<file path="src/beacon_keyer_pkg.sv">
// shared constants, register map and types for the beacon keyer
package beacon_keyer_pkg;

  typedef logic [31:0] word_t;
  typedef logic [7:0]  addr_t;

  // clock and timing figures
  localparam int unsigned CLK_HZ         = 200_000_000;
  localparam int unsigned TIMING_HZ      = 64;
  localparam int unsigned SLOW_FACTOR    = 3;
  localparam int unsigned TONE_LOW_HZ    = 400;
  localparam int unsigned TONE_HIGH_HZ   = 1020;
  localparam int unsigned TICK_CYCLES    = CLK_HZ / TIMING_HZ;
  localparam int unsigned TONE_LOW_HALF  = CLK_HZ / (2 * TONE_LOW_HZ);
  localparam int unsigned TONE_HIGH_HALF = CLK_HZ / (2 * TONE_HIGH_HZ);
  localparam int unsigned DIV_W          = 24;

  // binary counter and its taps
  localparam int unsigned CNT_W     = 12;
  localparam int unsigned STEP_W    = 5;
  localparam int unsigned STEPS     = 32;
  localparam int unsigned FRAMES    = 8;
  localparam int unsigned FRAME_W   = 3;
  localparam int unsigned DOT_TAP   = 3;
  localparam int unsigned STEP_LSB  = 4;
  localparam int unsigned HALF_TAP  = 8;
  localparam int unsigned FRAME_LSB = 9;

  // fixed code positions
  localparam logic [STEP_W-1:0] LEAD_SPACE_END = 5'h03;
  localparam logic [STEP_W-1:0] FIRST_MARK     = 5'h03;
  localparam logic [STEP_W-1:0] BLIP_STEP      = 5'h1f;

  // register offsets (byte addresses)
  localparam addr_t REG_CTRL   = 8'h00;
  localparam addr_t REG_DASH   = 8'h04;
  localparam addr_t REG_SPACE1 = 8'h08;
  localparam addr_t REG_SPACE2 = 8'h0c;
  localparam addr_t REG_FRAME  = 8'h10;
  localparam addr_t REG_STATUS = 8'h14;

  // field positions and reset values
  localparam int unsigned CTRL_TONE_HIGH = 0;
  localparam int unsigned CTRL_CONT_TONE = 1;
  localparam int unsigned FRAME_SPACE_LSB = 8;
  localparam int unsigned ST_KEY      = 12;
  localparam int unsigned ST_TONE     = 13;
  localparam int unsigned ST_STANDBY1 = 14;
  localparam int unsigned ST_STANDBY2 = 15;
  localparam int unsigned ST_SLOW     = 16;
  localparam word_t REG_RESET = 32'h0000_0000;

endpackage : beacon_keyer_pkg

</file>
<file path="src/keyer_timing_if.sv">
// timing tick and rate control between the divider and the keyer
`timescale 1ns/10ps
`default_nettype none
interface keyer_timing_if;
  logic tick;
  logic slow;
  modport source (output tick, input slow);
  modport sink   (input tick, output slow);
endinterface : keyer_timing_if
`default_nettype wire

</file>
<file path="src/beacon_morse_keyer.sv">
// beacon identification keyer: counter, code steps, frames, keying
//
// Behaviour
// - 64 per second timing clock drives sequencing
// - 12-stage counter divides by two to 4096
// - stages five-eight form 2 Hz step number
// - stage nine picks one of two multiplexers
// - 32 steps, eight seconds, then wraps
// - frame is 64 bit periods, eight seconds
// - dot one bit, dash three bits
// - unlinked steps key 4 Hz dots
// - dash link holds key on whole step
// - space link forces key off, overriding dots
// - first three steps always space
// - step three never programmed
// - stages ten-twelve select eight frames in order
// - frame linked mark tones, space silences
// - tone 1020 Hz linked, 400 Hz removed
// - continuous tone mode holds keyed tone on
// - last step space unless standby two blips
// - standby one slows clock on space2 steps
`timescale 1ns/10ps
`default_nettype none
module beacon_morse_keyer
  import beacon_keyer_pkg::*;
#(
  parameter int unsigned TICKS     = beacon_keyer_pkg::TICK_CYCLES,
  parameter int unsigned LOW_HALF  = beacon_keyer_pkg::TONE_LOW_HALF,
  parameter int unsigned HIGH_HALF = beacon_keyer_pkg::TONE_HIGH_HALF
)(
  input  wire logic                    clk_i,
  input  wire logic                    rst_i,
  input  wire logic                    wb_cyc_i,
  input  wire logic                    wb_stb_i,
  input  wire logic                    wb_we_i,
  input  wire beacon_keyer_pkg::addr_t wb_adr_i,
  input  wire logic [3:0]              wb_sel_i,
  input  wire beacon_keyer_pkg::word_t wb_dat_i,
  output var  beacon_keyer_pkg::word_t wb_dat_o,
  output var  logic                    wb_ack_o,
  input  wire logic                    standby1_n_i,
  input  wire logic                    standby2_n_i,
  input  wire logic                    keying_off_i,
  output var  logic                    key_o,
  output var  logic                    keyed_tone_o
);

  import beacon_keyer_pkg::*;

  //////////////////////////////////////////////////////////////////////////////
  // pin synchronisers

  localparam int unsigned PINS = 3;

  wire logic [PINS-1:0] pin_raw = {keying_off_i, ~standby2_n_i, ~standby1_n_i};
  logic [PINS-1:0]      pin_meta;
  logic [PINS-1:0]      pin_sync;

  // two flops per pin; only the second stage is read by logic
  generate
    for (genvar p = 0; p < PINS; p++)
    begin : g_sync
      always_ff @(posedge clk_i)
      begin
        if (rst_i)
        begin
          pin_meta[p] <= 1'b0;
          pin_sync[p] <= 1'b0;
        end
        else
        begin
          pin_meta[p] <= pin_raw[p];
          pin_sync[p] <= pin_meta[p];
        end
      end
    end
  endgenerate

  wire logic standby1  = pin_sync[0];
  wire logic standby2  = pin_sync[1];
  wire logic keying_off = pin_sync[2]; // high while the panel switch is off

  //////////////////////////////////////////////////////////////////////////////
  // strap registers (software-held code bus links)

  logic [31:0]       ctrl;
  logic [STEPS-1:0]  dash_links;
  logic [STEPS-1:0]  space1_links;
  logic [STEPS-1:0]  space2_links;
  logic [31:0]       frame_links;

  //////////////////////////////////////////////////////////////////////////////
  // timing clock and binary counter

  keyer_timing_if tm ();

  timing_divider #(
    .TICKS (TICKS)
  ) u_timing (
    .clk_i (clk_i),
    .rst_i (rst_i),
    .tm    (tm)
  );

  logic [CNT_W-1:0] keyer_bit_counter;

  // the tick is added in rather than used as an enable, so the counter
  // flop loads on every edge; the count still moves once per tick
  wire logic [CNT_W-1:0] tick_step  = {{(CNT_W-1){1'b0}}, tm.tick};
  wire logic [CNT_W-1:0] next_count = keyer_bit_counter + tick_step;

  // counter wraps from all ones to zero on its own, so frames repeat
  always_ff @(posedge clk_i)
  begin
    if (rst_i)
      keyer_bit_counter <= '0;
    else
      keyer_bit_counter <= next_count;
  end

  //////////////////////////////////////////////////////////////////////////////
  // counter taps

  // stage n of the counter is bit n-1; each halves the rate of the last
  wire logic               dot_rate_tap        = keyer_bit_counter[DOT_TAP];
  wire logic [3:0]         mux_index           = keyer_bit_counter[STEP_LSB +: 4];
  wire logic               mux_half_select_tap = keyer_bit_counter[HALF_TAP];
  wire logic [FRAME_W-1:0] frame_selector      = keyer_bit_counter[FRAME_LSB +: FRAME_W];

  // one of 32 step outputs: low half is the first mux, high half the second
  wire logic [STEP_W-1:0] step = {mux_half_select_tap, mux_index};

  // one-hot views of the two code multiplexers, feeding the strap gates below
  wire logic [15:0] code_step_mux_first  =
    mux_half_select_tap ? 16'h0000 : (16'h0001 << mux_index);
  wire logic [15:0] code_step_mux_second =
    mux_half_select_tap ? (16'h0001 << mux_index) : 16'h0000;

  //////////////////////////////////////////////////////////////////////////////
  // code bus: per-step program decode

  // step three is a mark by construction, so its links are ignored
  wire logic step_unprogrammed = (step == FIRST_MARK);

  // the leading steps stay silent so the code starts after a gap
  wire logic lead_space = (step < LEAD_SPACE_END);

  // the last step is a space unless standby two asks for the blip
  wire logic blip_space = (step == BLIP_STEP) & ~standby2;

  // full one-hot step view: first mux in the low half, second in the high
  // half; exactly one bit stands at any time, so at most one strap per bus is live
  wire logic [STEPS-1:0] step_onehot = {code_step_mux_second, code_step_mux_first};

  logic [STEPS-1:0] dash_hit;
  logic [STEPS-1:0] space1_hit;
  logic [STEPS-1:0] space2_step;

  // one strap gate per step output, like a link from a mux pin to a bus;
  // or-ing the gates keeps each bus a wired-or of the linked steps
  generate
    for (genvar s = 0; s < STEPS; s++)
    begin : g_step
      assign dash_hit[s]    = dash_links[s] & step_onehot[s];
      assign space1_hit[s]  = space1_links[s] & step_onehot[s];
      assign space2_step[s] = space2_links[s] & step_onehot[s];
    end
  endgenerate

  // step three links are masked here, after the or, so one gate covers all
  wire logic dash_program_gate  = (|dash_hit) & ~step_unprogrammed;
  wire logic space_program_gate =
    ((|space1_hit) & ~step_unprogrammed) | lead_space | blip_space;
  // limitation: a gap step strapped to both space buses slows and silences
  wire logic space2_hit = (|space2_step) & ~step_unprogrammed;

  // the slow clock only lasts as long as the marked gap step
  assign tm.slow = standby1 & space2_hit;

  // space beats dash if both are strapped: a silent error is safer on air
  wire logic code_key =
    space_program_gate ? 1'b0 :
    dash_program_gate  ? 1'b1 :
    dot_rate_tap;

  // dash step is two bit periods; adjoining dot's mark makes three

  //////////////////////////////////////////////////////////////////////////////
  // frame content selection

  wire logic [FRAMES-1:0] frame_mark_links  = frame_links[0 +: FRAMES];
  wire logic [FRAMES-1:0] frame_space_links = frame_links[FRAME_SPACE_LSB +: FRAMES];
  wire logic              frame_mark        = frame_mark_links[frame_selector];
  wire logic              frame_space       = frame_space_links[frame_selector];

  // whole-frame tone or silence, otherwise the programmed code
  wire logic frame_key =
    frame_mark  ? 1'b1 :
    frame_space ? 1'b0 :
    code_key;

  //////////////////////////////////////////////////////////////////////////////
  // keying output gate

  wire logic continuous_tone_mode = ctrl[CTRL_CONT_TONE];
  wire logic tone_high            = ctrl[CTRL_TONE_HIGH];

  // panel switch off silences everything, including continuous tone
  wire logic next_key =
    keying_off           ? 1'b0 :
    continuous_tone_mode ? 1'b1 :
    frame_key;

  logic tone;

  tone_generator #(
    .LOW_HALF  (LOW_HALF),
    .HIGH_HALF (HIGH_HALF)
  ) u_tone (
    .clk_i      (clk_i),
    .rst_i      (rst_i),
    .high_sel_i (tone_high),
    .tone_o     (tone)
  );

  wire logic keying_output_gate = key_o & tone;

  // registered so both outputs come straight from flops
  always_ff @(posedge clk_i)
  begin
    if (rst_i)
    begin
      key_o        <= 1'b0;
      keyed_tone_o <= 1'b0;
    end
    else
    begin
      key_o        <= next_key;
      keyed_tone_o <= keying_output_gate;
    end
  end

  //////////////////////////////////////////////////////////////////////////////
  // wishbone slave: decode

  wire logic req       = wb_cyc_i & wb_stb_i & ~wb_ack_o;
  wire logic wr        = req & wb_we_i;
  wire logic hit_ctrl  = (wb_adr_i == REG_CTRL);
  wire logic hit_dash  = (wb_adr_i == REG_DASH);
  wire logic hit_sp1   = (wb_adr_i == REG_SPACE1);
  wire logic hit_sp2   = (wb_adr_i == REG_SPACE2);
  wire logic hit_frame = (wb_adr_i == REG_FRAME);
  wire logic hit_stat  = (wb_adr_i == REG_STATUS);

  // byte lanes expanded to a bit mask
  wire word_t lane_mask = {{8{wb_sel_i[3]}}, {8{wb_sel_i[2]}},
                           {8{wb_sel_i[1]}}, {8{wb_sel_i[0]}}};

  wire word_t status_word = {
    15'h0000,
    tm.slow,
    standby2,
    standby1,
    tone,
    key_o,
    keyer_bit_counter
  };

  // unmapped addresses read zero and still acknowledge
  wire word_t read_word =
    hit_ctrl  ? ctrl         :
    hit_dash  ? dash_links   :
    hit_sp1   ? space1_links :
    hit_sp2   ? space2_links :
    hit_frame ? frame_links  :
    hit_stat  ? status_word  :
    REG_RESET;

  // in ctrl and frame, only the two control bits and sixteen frame bits are storage
  localparam word_t CTRL_MASK  = 32'h0000_0003;
  localparam word_t FRAME_MASK = 32'h0000_ffff;

  wire word_t next_ctrl  = ((ctrl & ~lane_mask) | (wb_dat_i & lane_mask)) & CTRL_MASK;
  wire word_t next_dash  = (dash_links & ~lane_mask) | (wb_dat_i & lane_mask);
  wire word_t next_sp1   = (space1_links & ~lane_mask) | (wb_dat_i & lane_mask);
  wire word_t next_sp2   = (space2_links & ~lane_mask) | (wb_dat_i & lane_mask);
  wire word_t next_frame =
    ((frame_links & ~lane_mask) | (wb_dat_i & lane_mask)) & FRAME_MASK;

  //////////////////////////////////////////////////////////////////////////////
  // wishbone slave: registers

  // writes land on the same edge that raises ack
  always_ff @(posedge clk_i)
  begin
    if (rst_i)
    begin
      ctrl         <= REG_RESET;
      dash_links   <= REG_RESET;
      space1_links <= REG_RESET;
      space2_links <= REG_RESET;
      frame_links  <= REG_RESET;
    end
    else if (wr)
    begin
      if (hit_ctrl)
        ctrl <= next_ctrl;
      if (hit_dash)
        dash_links <= next_dash;
      if (hit_sp1)
        space1_links <= next_sp1;
      if (hit_sp2)
        space2_links <= next_sp2;
      if (hit_frame)
        frame_links <= next_frame;
    end
  end

  // one-cycle answer; ack drops the cycle after it is given
  always_ff @(posedge clk_i)
  begin
    if (rst_i)
    begin
      wb_ack_o <= 1'b0;
      wb_dat_o <= REG_RESET;
    end
    else
    begin
      wb_ack_o <= req;
      wb_dat_o <= (req & ~wb_we_i) ? read_word : REG_RESET;
    end
  end

endmodule : beacon_morse_keyer
`default_nettype wire

</file>
<file path="src/timing_divider.sv">
// 64 pulse per second timing clock with a one-third rate option
`timescale 1ns/10ps
`default_nettype none
module timing_divider
  import beacon_keyer_pkg::*;
#(
  parameter int unsigned TICKS = beacon_keyer_pkg::TICK_CYCLES
)(
  input  wire logic      clk_i,
  input  wire logic      rst_i,
  keyer_timing_if.source tm
);

  localparam logic [DIV_W-1:0] LAST_NORMAL = DIV_W'(TICKS - 1);
  localparam logic [DIV_W-1:0] LAST_SLOW   = DIV_W'(TICKS * SLOW_FACTOR - 1);

  logic [DIV_W-1:0] count;
  logic             tick;
  wire logic [DIV_W-1:0] last = tm.slow ? LAST_SLOW : LAST_NORMAL;
  // >= so a drop back to full rate mid-period cannot overrun
  wire logic             wrap = (count >= last);

  // free running, restarts on reset
  always_ff @(posedge clk_i)
  begin
    if (rst_i)
    begin
      count <= '0;
      tick  <= 1'b0;
    end
    else
    begin
      count <= wrap ? '0 : count + 1'b1;
      tick  <= wrap;
    end
  end

  assign tm.tick = tick;

endmodule : timing_divider
`default_nettype wire

</file>
<file path="src/tone_generator.sv">
// square wave beacon tone at one of two pitches
`timescale 1ns/10ps
`default_nettype none
module tone_generator
  import beacon_keyer_pkg::*;
#(
  parameter int unsigned LOW_HALF  = beacon_keyer_pkg::TONE_LOW_HALF,
  parameter int unsigned HIGH_HALF = beacon_keyer_pkg::TONE_HIGH_HALF
)(
  input  wire logic clk_i,
  input  wire logic rst_i,
  input  wire logic high_sel_i,
  output var  logic tone_o
);

  localparam logic [DIV_W-1:0] LAST_LOW  = DIV_W'(LOW_HALF - 1);
  localparam logic [DIV_W-1:0] LAST_HIGH = DIV_W'(HIGH_HALF - 1);

  logic [DIV_W-1:0] count;
  wire logic [DIV_W-1:0] last = high_sel_i ? LAST_HIGH : LAST_LOW;
  wire logic             flip = (count >= last);

  // oscillator keeps running; keying gates it downstream
  always_ff @(posedge clk_i)
  begin
    if (rst_i)
    begin
      count  <= '0;
      tone_o <= 1'b0;
    end
    else
    begin
      count  <= flip ? '0 : count + 1'b1;
      tone_o <= flip ? ~tone_o : tone_o;
    end
  end

endmodule : tone_generator
`default_nettype wire

</file>
<file path="config.mk">
export PLATFORM = sky130hd
export DESIGN_NAME = beacon_morse_keyer
export DESIGN_NICKNAME = d
export VERILOG_FILES = /design/src/beacon_keyer_pkg.sv /design/src/keyer_timing_if.sv /design/src/beacon_morse_keyer.sv /design/src/timing_divider.sv /design/src/tone_generator.sv
export SDC_FILE = /design/constraint.sdc
export NUM_CORES = 1
export LEC_CHECK = 0
export ABC_AREA = 1
export BUFFER_PORTS_ARGS = -buffer_cell sky130_fd_sc_hd__buf_4
export CORE_ASPECT_RATIO = 0.6
export CORE_MARGIN = 5
export CORE_UTILIZATION = 52
export DETAILED_ROUTE_END_ITERATION = 10
export GPL_ROUTABILITY_DRIVEN = 0
export PLACE_DENSITY = 0.75
export SYNTH_ARGS = -nofsm -noshare
export SYNTH_HDL_FRONTEND = slang
export SYNTH_HIERARCHICAL = 1
export SYNTH_SLANG_ARGS = --single-unit
</file>
<file path="constraint.sdc">
create_clock -name clk_i -period 4.6 [get_ports clk_i]
set_clock_uncertainty 0.2 [all_clocks]
set_input_delay 0.46 -clock clk_i [delete_from_list [all_inputs] [get_ports clk_i]]
set_output_delay 0.46 -clock clk_i [all_outputs]
set_load 0.01 [all_outputs]
</file>
==> results.tsv, run 1 <==
stage	metric	value	unit
worst_setup_path	timing.rr.end	u_timing/count[22]$_SDFF_PP0_	
synth	synthesis.instances	1483	
worst_setup_path	worstPathArrival	4070	ps
worst_setup_path	crit_buf_inv	2	
synth	yosys_warnings	6	
floorplanning	top_level_ports	87	
timing	fin_hold_ws	25.87	ps
clock_network	post-cts-setup-buffers	0	
worst_setup_path	crit_chain	nor2_1 > buf_4 > nand3_1 > nor2_1 > a21oi_1 > nand3b_1 > nor2_1 > nand2_1 > nand2_1 > nor2_1 > inv_1 > ha_1 > a21oi_1 > nand4_4 > nor2_1	
timing	relSlewSlack	0.4107	
placed_design	hpwl	23.94	mm
clock_network	cts_buffers	21	
clock_network	cts_sinks	217	
clock_network	cts_tree	done	
floorplanning	rows	40	
timing	setup_viol	0	
timing	hold_violations	0	
synth	synth.distinct_cells	48	
min_path	hold_class	in2reg	
status	outcome	complete, no violations	
worst_setup_path	regToRegSetupSlack	750	ps
drt	first_pass_iters	8	
drt	drtAntennaViolNets	0	
timing	min_period	3847	ps
pwr	total_power	0.004006	W
worst_setup_path	cp.required	4830	ps
drt	wire_per_inst	17.77	um
final_layout	fin_nets	1626	
clock_network	clockBufferDepth	3	
timing	rsz0062_at_grt	no	
clock_network	cts_resized	0	
drt	via_per_inst	5.637	
global_route	grt_max_degree	77	
floorplanning	dieArea	23280	um^2
synth	netlist_area	10520	um^2
drt	drt_drc_violations_left	0	
worst_setup_path	cp_max_fo	24	
flow_run	drv_cap	0	
worst_setup_path	slowest_stage	nor2_1	
global_route	grt_pass1_wl	50.92	mm
placed_design	place_ws	899.6	ps
worst_setup_path	cpLargestDelayFamily	simple AND/OR/NAND/NOR gates	
final_layout	drive_gt1_frac	0.1257	
pwr	powerDensity	329.1	nW/um^2
floorplanning	die_x	193.7	um
timing	tightestPinTransition	883.1	ps
worst_setup_path	r2r_cells	15	
synth	avgSynthCellArea	7.096	um^2
global_route	grt_util_met1	0.4142	
timing	finalSetupTns	0	ps
worst_setup_path	slowest_delay	650	ps
pwr	vdd_drop_max	277.1	uV
worst_setup_path	rr_startpoint	keyer_bit_counter[4]$_SDFF_PP0_	
timing	setup_ws	753.4	ps
synth	ys_ff_latch	217	
min_path	hold_depth	3	
drt	wirelength	32.69	mm
global_route	grt_pass1_vias	9267	
final_layout	area_growth	15.69	%
floorplanning	design.core.area	19970	um^2
timing	finalMaxSlewViolations	0	
min_path	worstHoldStart	wb_dat_i[3]	
final_layout	fill_cells	1840	
placed_design	io_buffer_count	86	
worst_setup_path	worst_setup_path_start_kind	register	
floorplanning	fp.dieH	120.2	um
global_route	antenna_found_initial	0	
final_layout	n_antenna_cell	0	
global_route	grt.busiest_layer	met1	
timing	fmax	0.2600	GHz
synth	seq_area_frac_synth	0.4128	
clock_network	htreeDepth	1	
timing	min_period_over_period	0.8362	
floorplanning	start_util	0.5270	
worst_setup_path	criticalPathCategory	reg2reg	
drt	drt_iter0_drc	1602	
worst_setup_path	cp_common_cell	nor2_1	
global_route	use_met3	0.1119	
global_route	grt_usage	0.2702	
worst_setup_path	crit_path_end_kind	register	
clock_network	clk_latency	510	ps
drt	dr_total_vias	10372	
clock_network	ctsRootBufferMaster	clkbuf_16	
pwr	power.static_leakage	4.954	nW
global_route	gr-total-overflow	0	
global_route	met2_usage	0.3525	
clock_network	cts.reportedPaths.clkPinSlew	70	ps
[kinds of logic (layout without fill, tap and decap cells)]
family	count (synthesis)	in the layout	synth area share
AND/OR/NAND/NOR	674	674	0.2871
AO/OA/AOI/OAI	316	316	0.1647
buffers and inverters	223	303	0.08429
flip-flops	217	217	0.4128
XOR/XNOR	31	31	0.02580
adder cells (fa/ha/maj)	21	21	0.02497
other	1	5	0.0003563
[worst max-delay path by stage]
stage          depth (start not counted)  slack [ps]                       endpoint                            start
2_1_floorplan                         19        1740   u_timing/count[0]$_SDFF_PP0_  keyer_bit_counter[4]$_SDFF_PP0_
3_3_place_gp                          16         970  u_timing/count[21]$_SDFF_PP0_  keyer_bit_counter[5]$_SDFF_PP0_
3_5_place_dp                          15         900   u_timing/count[8]$_SDFF_PP0_  keyer_bit_counter[4]$_SDFF_PP0_
4_1_cts                               15         870  u_timing/count[22]$_SDFF_PP0_  keyer_bit_counter[4]$_SDFF_PP0_
5_1_grt                               16         500   u_timing/count[0]$_SDFF_PP0_  keyer_bit_counter[4]$_SDFF_PP0_
6_report                              15         750  u_timing/count[22]$_SDFF_PP0_  keyer_bit_counter[4]$_SDFF_PP0_
[stage by stage]
stage                     cells  area [um^2]    util
after floorplan            1487        10540       -
after global placement     1800        11350  0.5684
after detailed placement   1800        11350  0.5684
after CTS                  1840        12180  0.6097
after global routing       1840        12180  0.6097
final                      1840        12180  0.6097
[final cells by class]
class | count | area (um^2) | area share
multi-input cells | 1047 | 5310 | 0.4361
repair buffers | 101 | 765.7 | 0.06289
clock buffers | 24 | 566.8 | 0.04655
flip-flops and latches | 217 | 4344 | 0.3568
well taps | 273 | 341.6 | 0.02805
inverters | 165 | 619.3 | 0.05087
clock inverters | 13 | 227.7 | 0.01870
[where the power goes]
part	internal [W]	switching, W	total [W]
clock	0.00123	0.000761	0.00199
sequential	0.00189	0.00000504	0.00189
combinational	0.0000474	0.0000806	0.000128
[routing by layer]
metal  vias up  part of all wire
met5         -                 0
met4         0             0.022
met3        75              0.15
met2       613              0.36
met1      4673              0.46
li1       5011                 -
[placed cells by master (no fill, tap or decap), types with 5 or more instances in the layout]
cell type,n
nand2_1,273
dfxtp_1,217
nor2_1,207
inv_1,155
a21oi_1,149
nand3_1,109
o21ai_0,108
buf_4,98
nand4_1,21
ha_1,21
clkbuf_16,21
xor2_1,18
nor2_2,16
o211ai_1,16
o221ai_1,15
xnor2_1,13
o22ai_1,12
or2_2,9
nor3_1,7
inv_2,7
nand3_2,6
bufinv_16,6
nor2_4,5
a31oi_1,5
conb_1,5
[cell usage after synthesis (all sizes together)]
cell	count	share of area
xnor2	13	0.011
o21bai	4	0.0029
o22ai	12	0.0071
o21ai	108	0.051
nor3b	2	0.0030
a21oi	150	0.072
clkbuf	34	0.012
dfxtp	217	0.41
inv	162	0.058
a31o	1	0.00083
a31oi	5	0.0030
a211oi	2	0.0014
nor2	228	0.088
o2111ai	1	0.00083
nand3b	3	0.0025
o221ai	15	0.012
nor4	1	0.0020
conb	1	0.00036
xor2	18	0.015
nand2	279	0.10
buf	24	0.013
a221oi	2	0.0017
nand4	24	0.017
clkinv	3	0.0011
nor3	11	0.0083
and2	1	0.00059
ha	21	0.025
or2	10	0.0059
nand3	115	0.058
o211ai	16	0.011
[repair_timing]
item	CTS	global route
hold buffers	3	0
endpoints found under the setup margin	0	0
endpoints found under the hold margin	3	0
[worst min-delay path: cells and delay by family]
kind / cells / cell delay [ps]
AND/OR/NAND/NOR: 2 / 120
buffers and inverters: 1 / 110
No activity file was read; power rests on OpenSTA's default activity.
==> run 2, diff against run 1 <==
==> constraint.sdc (replaced) <==
create_clock -name clk_i -period 3.65 [get_ports clk_i]
set_clock_uncertainty 0.2 [all_clocks]
set_input_delay 0.365 -clock clk_i [delete_from_list [all_inputs] [get_ports clk_i]]
set_output_delay 0.365 -clock clk_i [all_outputs]
set_load 0.01 [all_outputs]
==> run 2 against run 1 <==
Final cell count rose by 2.1%; via count is 2.9% higher; clock-buffer cell count rose by 4; maximum frequency is 13% higher; first-iteration DRC count shrank 1.5%; design area up 2.2%; critical path depth is 3 higher; non-clock buffer count is 42 higher; setup slack lost 520 ps; sequential share of layout area shrank 0.77 points; critical path type unchanged.
==> results.tsv, run 2 (synthesis gave the netlist of run 1 again) <==
stage	metric	value	unit	change
status	outcome	complete, no violations		
drt	drt_iter0_drc	1578		-1.5%
global_route	grt_max_degree	57		-26%
drt	wl_met3	5.175	mm	+3.0%
timing	min_period	3415	ps	-431.6 ps
worst_setup_path	crit_path_end_kind	register		
timing	finalMaxSlewViolations	0		unchanged
global_route	grt_pass1_wl	52.23	mm	+2.6%
floorplanning	dieArea	23280	um^2	unchanged
final_layout	final_cell_mix	nand2_1 (273), dfxtp_1 (217), nor2_1 (205)		
drt	dr_total_vias	10668		+2.9%
worst_setup_path	worstPathArrival	3610	ps	-460 ps
clock_network	clockBufferDepth	3		unchanged
timing	fmax	0.2928	GHz	+13%
final_layout	drive_gt1_frac	0.1264		+0.0006831
floorplanning	fp.dieH	120.2	um	unchanged
timing	relSlewSlack	0.5502		+0.1395
clock_network	cts_sinks	217		unchanged
pwr	power.static_leakage	5.074	nW	+2.4%
worst_setup_path	slowest_stage	dfxtp_1		
flow_run	drv_cap	0		unchanged
drt	highest_layer	met5		
clock_network	clk_latency	510	ps	about the same
floorplanning	top_level_ports	87		unchanged
floorplanning	design.core.area	19970	um^2	unchanged
clock_network	cts_buffers	21		unchanged
worst_setup_path	cp.required	3840	ps	-990 ps
pwr	powerDensity	375.2	nW/um^2	+14%
global_route	grt_usage	0.2755		+0.005302
worst_setup_path	worst_setup_path_start_kind	register		
timing	finalSetupTns	0	ps	unchanged
clock_network	ctsRootBufferMaster	clkbuf_16		
pwr	vdd_drop_max	345.7	uV	+25%
worst_setup_path	cp_common_cell	nand2_1		
timing	setup_viol	0		unchanged
worst_setup_path	criticalPathCategory	reg2reg		
timing	min_period_over_period	0.9356		+0.09941
final_layout	area_growth	18.24	%	
timing	hold_violations	0		unchanged
floorplanning	rows	40		unchanged
timing	fin_hold_ws	16.45	ps	-9.420 ps
clock_network	htreeDepth	1		unchanged
drt	met2WireLength	12.50	mm	+5.2%
floorplanning	die_x	193.7	um	unchanged
drt	wl_met1	15.29	mm	+1.5%
drt	drtAntennaViolNets	0		unchanged
drt	first_pass_iters	6		-2
final_layout	layout_commonest_cell	nand2_1		
placed_design	hpwl	24.49	mm	+2.3%
clock_network	cts_tree	done		
min_path	hold_class	in2reg		
worst_setup_path	cp_max_fo	12		-50%
timing	rsz0062_at_grt	no		
drt	drt_drc_violations_left	0		unchanged
final_layout	fin_nets	1669		+2.6%
drt	wirelength	33.69	mm	+3.0%
floorplanning	start_util	0.5270		unchanged
worst_setup_path	crit_chain	nor2_1 > nand2_1 > nor2_1 > nand2_1 > nand2_1 > nor2_1 > nand2_1 > nor2_1 > nand2_1 > nand2_1 > nor2_2 > inv_1 > ha_1 > nand4_1 > nor2_2 > nand3_2 > nand4_4 > nor2_1		
clock_network	cts.reportedPaths.clkPinSlew	70	ps	about the same
global_route	antenna_found_initial	1		+1
drt	wire_per_inst	17.93	um	+0.91%
timing	tightestPinTransition	674.7	ps	-208.3 ps
placed_design	io_buffer_count	86		unchanged
final_layout	n_antenna_cell	0		unchanged
worst_setup_path	slowest_delay	370	ps	-280 ps
drt	via_per_inst	5.677		+0.72%
global_route	grt_pass1_vias	9472		+2.2%
global_route	gr-total-overflow	0		unchanged
==> run 2: cell count changes in the layout (fill, tap and decap cells not counted), sizes merged <==
cell	previous run	this run
bufinv	6	1
clkbuf	24	28
nand4	24	25
inv	163	162
dlygate4sd3	3	35
buf	98	108
clkinvlp	2	0
==> run 2: power by group <==
group	switching [W]	leakage (nW)	internal [W]
Sequential	0.00000627	1.75	0.00238
Clock	0.000912	0.315	0.00118
Combinational	0.000109	3.01	0.0000835
Total	0.00103	5.07	0.00364
==> run 2: final cells by class <==
class	count	area (um^2)
Clock buffer	28	581.8
Tap cell	273	341.6
Multi-Input combinational cell	1048	5345
Inverter	165	619.3
Timing Repair Buffer	143	1161
Fill cell	1810	7526
Sequential cell	217	4344
Clock inverter	5	50.05
==> run 2: critical path, delay by kind of cell (launching register included) <==
kind	cells	cell delay, ps
AND/OR/NAND/NOR	16	2300
flip-flops	1	370
adder cells (fa/ha/maj)	1	330
buffers and inverters	1	100
==> run 2: timing repair <==
| item | CTS | global route |
|---|---|---|
| buffers inserted | 0 | 0 |
| hold endpoints to repair | 109 | 0 |
| gates resized for setup | 0 | 5 |
| hold buffers | 35 | 0 |
| setup endpoints to repair | 0 | 24 |
==> run 2: path summary, 6_finish.rpt <==
check	from	to	slack, ps	cells after the start
setup / recovery	keyer_bit_counter[6]$_SDFF_PP0_	u_timing/count[10]$_SDFF_PP0_	230	18
hold / removal	wb_sel_i[3]	register	20	3
setup reg to reg	keyer_bit_counter[6]$_SDFF_PP0_	u_timing/count[10]$_SDFF_PP0_	230	18
hold reg to reg	pin_meta[2]$_SDFF_PP0_	keying_off$_SDFF_PP0_	200	2
==> run 2: stage by stage <==
stage          instances  worst slack [ps]  cell area [um^2]  utilization  power [W]
2_1_floorplan       1487             790.9             10540            -   0.002509
3_3_place_gp        1810             201.3             11430       0.5722   0.002593
3_5_place_dp        1810             36.78             11430       0.5722   0.002595
4_1_cts             1878             10.74             12410       0.6214   0.004684
5_1_grt             1879             3.510             12440       0.6231   0.004799
6_report            1879             234.9             12440       0.6231   0.004668
==> run 2: metal layers <==
metal | vias to the layer above | track usage
li1 | 5093 | -
met1 | 4824 | 0.4306
met2 | 678 | 0.3581
met3 | 71 | 0.09691
met4 | 2 | 0.05482
met5 | - | 0
==> run 3, diff against run 2 <==
--- a/config.mk
+++ b/config.mk
@@ -15,5 +15,4 @@
 export PLACE_DENSITY = 0.75
 export SYNTH_ARGS = -nofsm -noshare
 export SYNTH_HDL_FRONTEND = slang
-export SYNTH_HIERARCHICAL = 1
 export SYNTH_SLANG_ARGS = --single-unit
==> run 3 against run 2 <==
Global-route usage shrank 0.68 points; first-iteration DRC count shrank 24%; largest cell class unchanged; setup slack gained 51 ps; synthesized cell count shrank 4.5%; sequential power is essentially flat; design area shrank 1.5%; maximum frequency grew 1.5%; flip-flop and latch count is the same.
==> results.tsv, run 3 <==
stage	metric	value	unit	change
synth	synth_ff_type	dfxtp_1		
clock_network	cts_sinks	217		unchanged
clock_network	htreeDepth	1		unchanged
timing	finalMaxSlewViolations	0		unchanged
worst_setup_path	cp_max_fo	24		+12
worst_setup_path	cpLargestDelayFamily	simple AND/OR/NAND/NOR gates		
worst_setup_path	criticalPathCategory	reg2reg		
floorplanning	top_level_ports	87		unchanged
floorplanning	design.core.area	19180	um^2	-4.0%
timing	hold_violations	0		unchanged
floorplanning	rows	39		-2.5%
drt	drtAntennaViolNets	0		unchanged
drt	wire_per_inst	17.31	um	-3.4%
clock_network	cts_tree	done		
drt	dr_total_vias	10195		-4.4%
final_layout	fill_cells	1719		-5.0%
final_layout	drive_gt1_frac	0.1409		+0.01451
global_route	use_met3	0.07690		-0.02001
global_route	antenna_found_initial	0		-1
drt	first_pass_iters	5		-1
worst_setup_path	slowest_delay	380	ps	about the same
final_layout	fin_nets	1599		-4.2%
synth	synth_area_leaders	dfxtp_1 (42%), nand2_1 (11%), a21oi_1 (8.7%)		
drt	drt_iter0_drc	1192		-24%
placed_design	place_area	11070	um^2	-3.1%
global_route	grt.busiest_layer	met1		
worst_setup_path	crit_chain	nand2_1 > inv_1 > nand3_1 > nand2_1 > nor2_1 > nand2_1 > nor2_1 > nand2_1 > nand3_1 > inv_1 > ha_1 > nand4_1 > nor4_1 > o21ai_1 > nand3_1 > buf_4 > nor3b_1		
timing	finalSetupTns	0	ps	unchanged
clock_network	clk_latency	510	ps	about the same
clock_network	cts_buffers	21		unchanged
pwr	vdd_drop_max	319.8	uV	-7.5%
synth	ys_ff_latch	217		unchanged
status	outcome	complete, no violations		
worst_setup_path	slowest_stage	dfxtp_2		
global_route	met2_usage	0.3529		-0.005268
synth	synth_edf_count	0		unchanged
final_layout	n_antenna_cell	0		unchanged
global_route	grt_max_degree	48		-16%
synth	synth.distinct_cells	49		+2.1%
timing	min_period_over_period	0.9217		-0.01398
clock_network	ctsRootBufferMaster	clkbuf_16		
synth	avgSynthCellArea	7.234	um^2	+1.9%
placed_design	hpwl	22.57	mm	-7.8%
timing	tightestPinTransition	664.4	ps	-10.37 ps
drt	drt_drc_violations_left	0		unchanged
global_route	grt_pass1_vias	9067		-4.3%
floorplanning	fp.dieH	118.8	um	-1.2%
worst_setup_path	regToRegSetupSlack	290	ps	+50 ps
worst_setup_path	cp.required	3830	ps	about the same
worst_setup_path	cp_common_cell	nand2_1		
placed_design	placed_cells	1731		-4.4%
worst_setup_path	worstPathArrival	3550	ps	-60 ps
drt	via_per_inst	5.645		-0.57%
synth	yosys_warnings	0		-6
synth	netlist_area	10250	um^2	-2.6%
final_layout	stdcell_area	12250	um^2	-1.5%
timing	relSlewSlack	0.5566		+0.006436
timing	setup_viol	0		unchanged
floorplanning	die_x	191.3	um	-1.2%
synth	synth_area_leader_cell	dfxtp_1		
synth	synth.cells.most_frequent	nand2_1 (292), dfxtp_1 (217), a21oi_1 (178)		
final_layout	final_cell_mix	nand2_1 (292), dfxtp_1 (213), a21oi_1 (178)		
final_layout	area_growth	19.52	%	
worst_setup_path	crit_path_end_kind	register		
synth	synthesis.instances	1417		-4.5%
placed_design	io_buffer_count	86		unchanged
synth	synth_top_area_share	0.4238		+0.01098
drt	wirelength	31.27	mm	-7.2%
pwr	powerDensity	408.9	nW/um^2	+9.0%
global_route	grt_usage	0.2687		-0.006822
global_route	gr-total-overflow	0		unchanged
timing	fmax	0.2973	GHz	+1.5%
synth	synthArstFlopShare	0		unchanged
timing	min_period	3364	ps	-51.03 ps
clock_network	cts.reportedPaths.clkPinSlew	70	ps	about the same
worst_setup_path	crit_buf_inv	3		+2
timing	rsz0062_at_grt	no		
worst_setup_path	worst_setup_path_start_kind	register		
floorplanning	dieArea	22710	um^2	-2.4%
synth	yosysMostFrequentCell	nand2_1		
global_route	grt_util_met1	0.4335		+0.002973
global_route	grt_pass1_wl	49.45	mm	-5.3%
final_layout	layout_commonest_cell	nand2_1		
floorplanning	start_util	0.5345		+0.007542
pwr	power.static_leakage	4.832	nW	-4.8%
min_path	hold_class	in2reg		
flow_run	drv_cap	0		unchanged
clock_network	clockBufferDepth	3		unchanged
synth	seq_area_frac_synth	0.4238		+0.01098
final_layout	stdcell_count	1806		-3.9%
## run 3: changes by cell type in the layout (fill, tap and decap cells not counted), sizes merged, moves of 5 or more
cell	previous run	this run
a211oi	2	33
a21oi	150	178
buf	108	101
inv	162	127
nand2	279	301
nand3	115	87
nor2	228	173
nor3	11	20
nor3b	2	7
nor4	1	6
o211ai	16	1
o221ai	15	0
o22ai	12	7
## run 3: path summary, 6_finish.rpt
check | end | startpoint | cells after the start
setup / recovery | u_timing.count[13]$_SDFF_PP0_ | keyer_bit_counter[8]$_SDFF_PP0_ | 17
setup reg to reg | u_timing.count[13]$_SDFF_PP0_ | keyer_bit_counter[8]$_SDFF_PP0_ | 17
hold reg to reg | standby1$_SDFF_PP0_ | pin_meta[0]$_SDFF_PP0_ | 2
hold / removal | register | wb_sel_i[1] | 3
## run 3: area by class of cell
cell class | count | area [um^2] | area share
Clock buffer | 24 | 566.8 | 0.04626
Clock inverter | 13 | 205.2 | 0.01675
Inverter | 129 | 484.2 | 0.03952
Multi-Input combinational cell | 1018 | 5172 | 0.4222
Sequential cell | 217 | 4352 | 0.3552
Tap cell | 266 | 332.8 | 0.02716
Timing Repair Buffer | 139 | 1139 | 0.09293
## run 3: through the flow
step / setup WS, ps / utilization / hold slack (ps) / power [W]
floorplan: 768.1 / - / 188.3 / 0.002503
global placement: 402.8 / 0.5772 / 192.1 / 0.002585
detailed placement: 273.3 / 0.5772 / 195.5 / 0.002587
CTS: 228.9 / 0.6373 / 11.58 / 0.005025
global route: 17.36 / 0.6389 / 27.08 / 0.005140
finish: 286.0 / 0.6389 / 22.86 / 0.005009
## run 3: cells by family after synthesis
kind of cell    count (synthesis)  share of synthesized area
simple gates                  632                     0.2771
other cells                     1                  0.0003658
compound gates                333                     0.1748
flops                         217                     0.4238
buf+inv                       186                    0.07531
xor+xnor                       27                    0.02307
fa+ha+maj                      21                    0.02563
## run 3: where the power goes
group | leakage (nW) | total (W) | internal [W] | switching [W]
logic | 2.71 | 0.000187 | 0.0000827 | 0.000105
clock network | 0.371 | 0.00244 | 0.00147 | 0.000966
registers | 1.75 | 0.00238 | 0.00238 | 0.00000477
total | 4.83 | 0.00501 | 0.00393 | 0.00108
## run 3: per-layer routing
layer  share of wire  routed length (um)  up-vias
met3            0.14                4289       48
met4           0.017                 529        0
met2            0.38               11820      612
met5               0                   0        -
met1            0.47               14630     4614
li1                -                   -     4921
## run 3: worst min-delay path: stages
cell	delay [ps]
buf_4	170
nand3_1	90
a21oi_1	60
## run 3: what timing repair did
action,in CTS,in global routing
hold buffers,38,0
endpoints found under the hold margin,97,0
buffers inserted,0,0
resized for setup,0,13
setup endpoints to repair,0,24
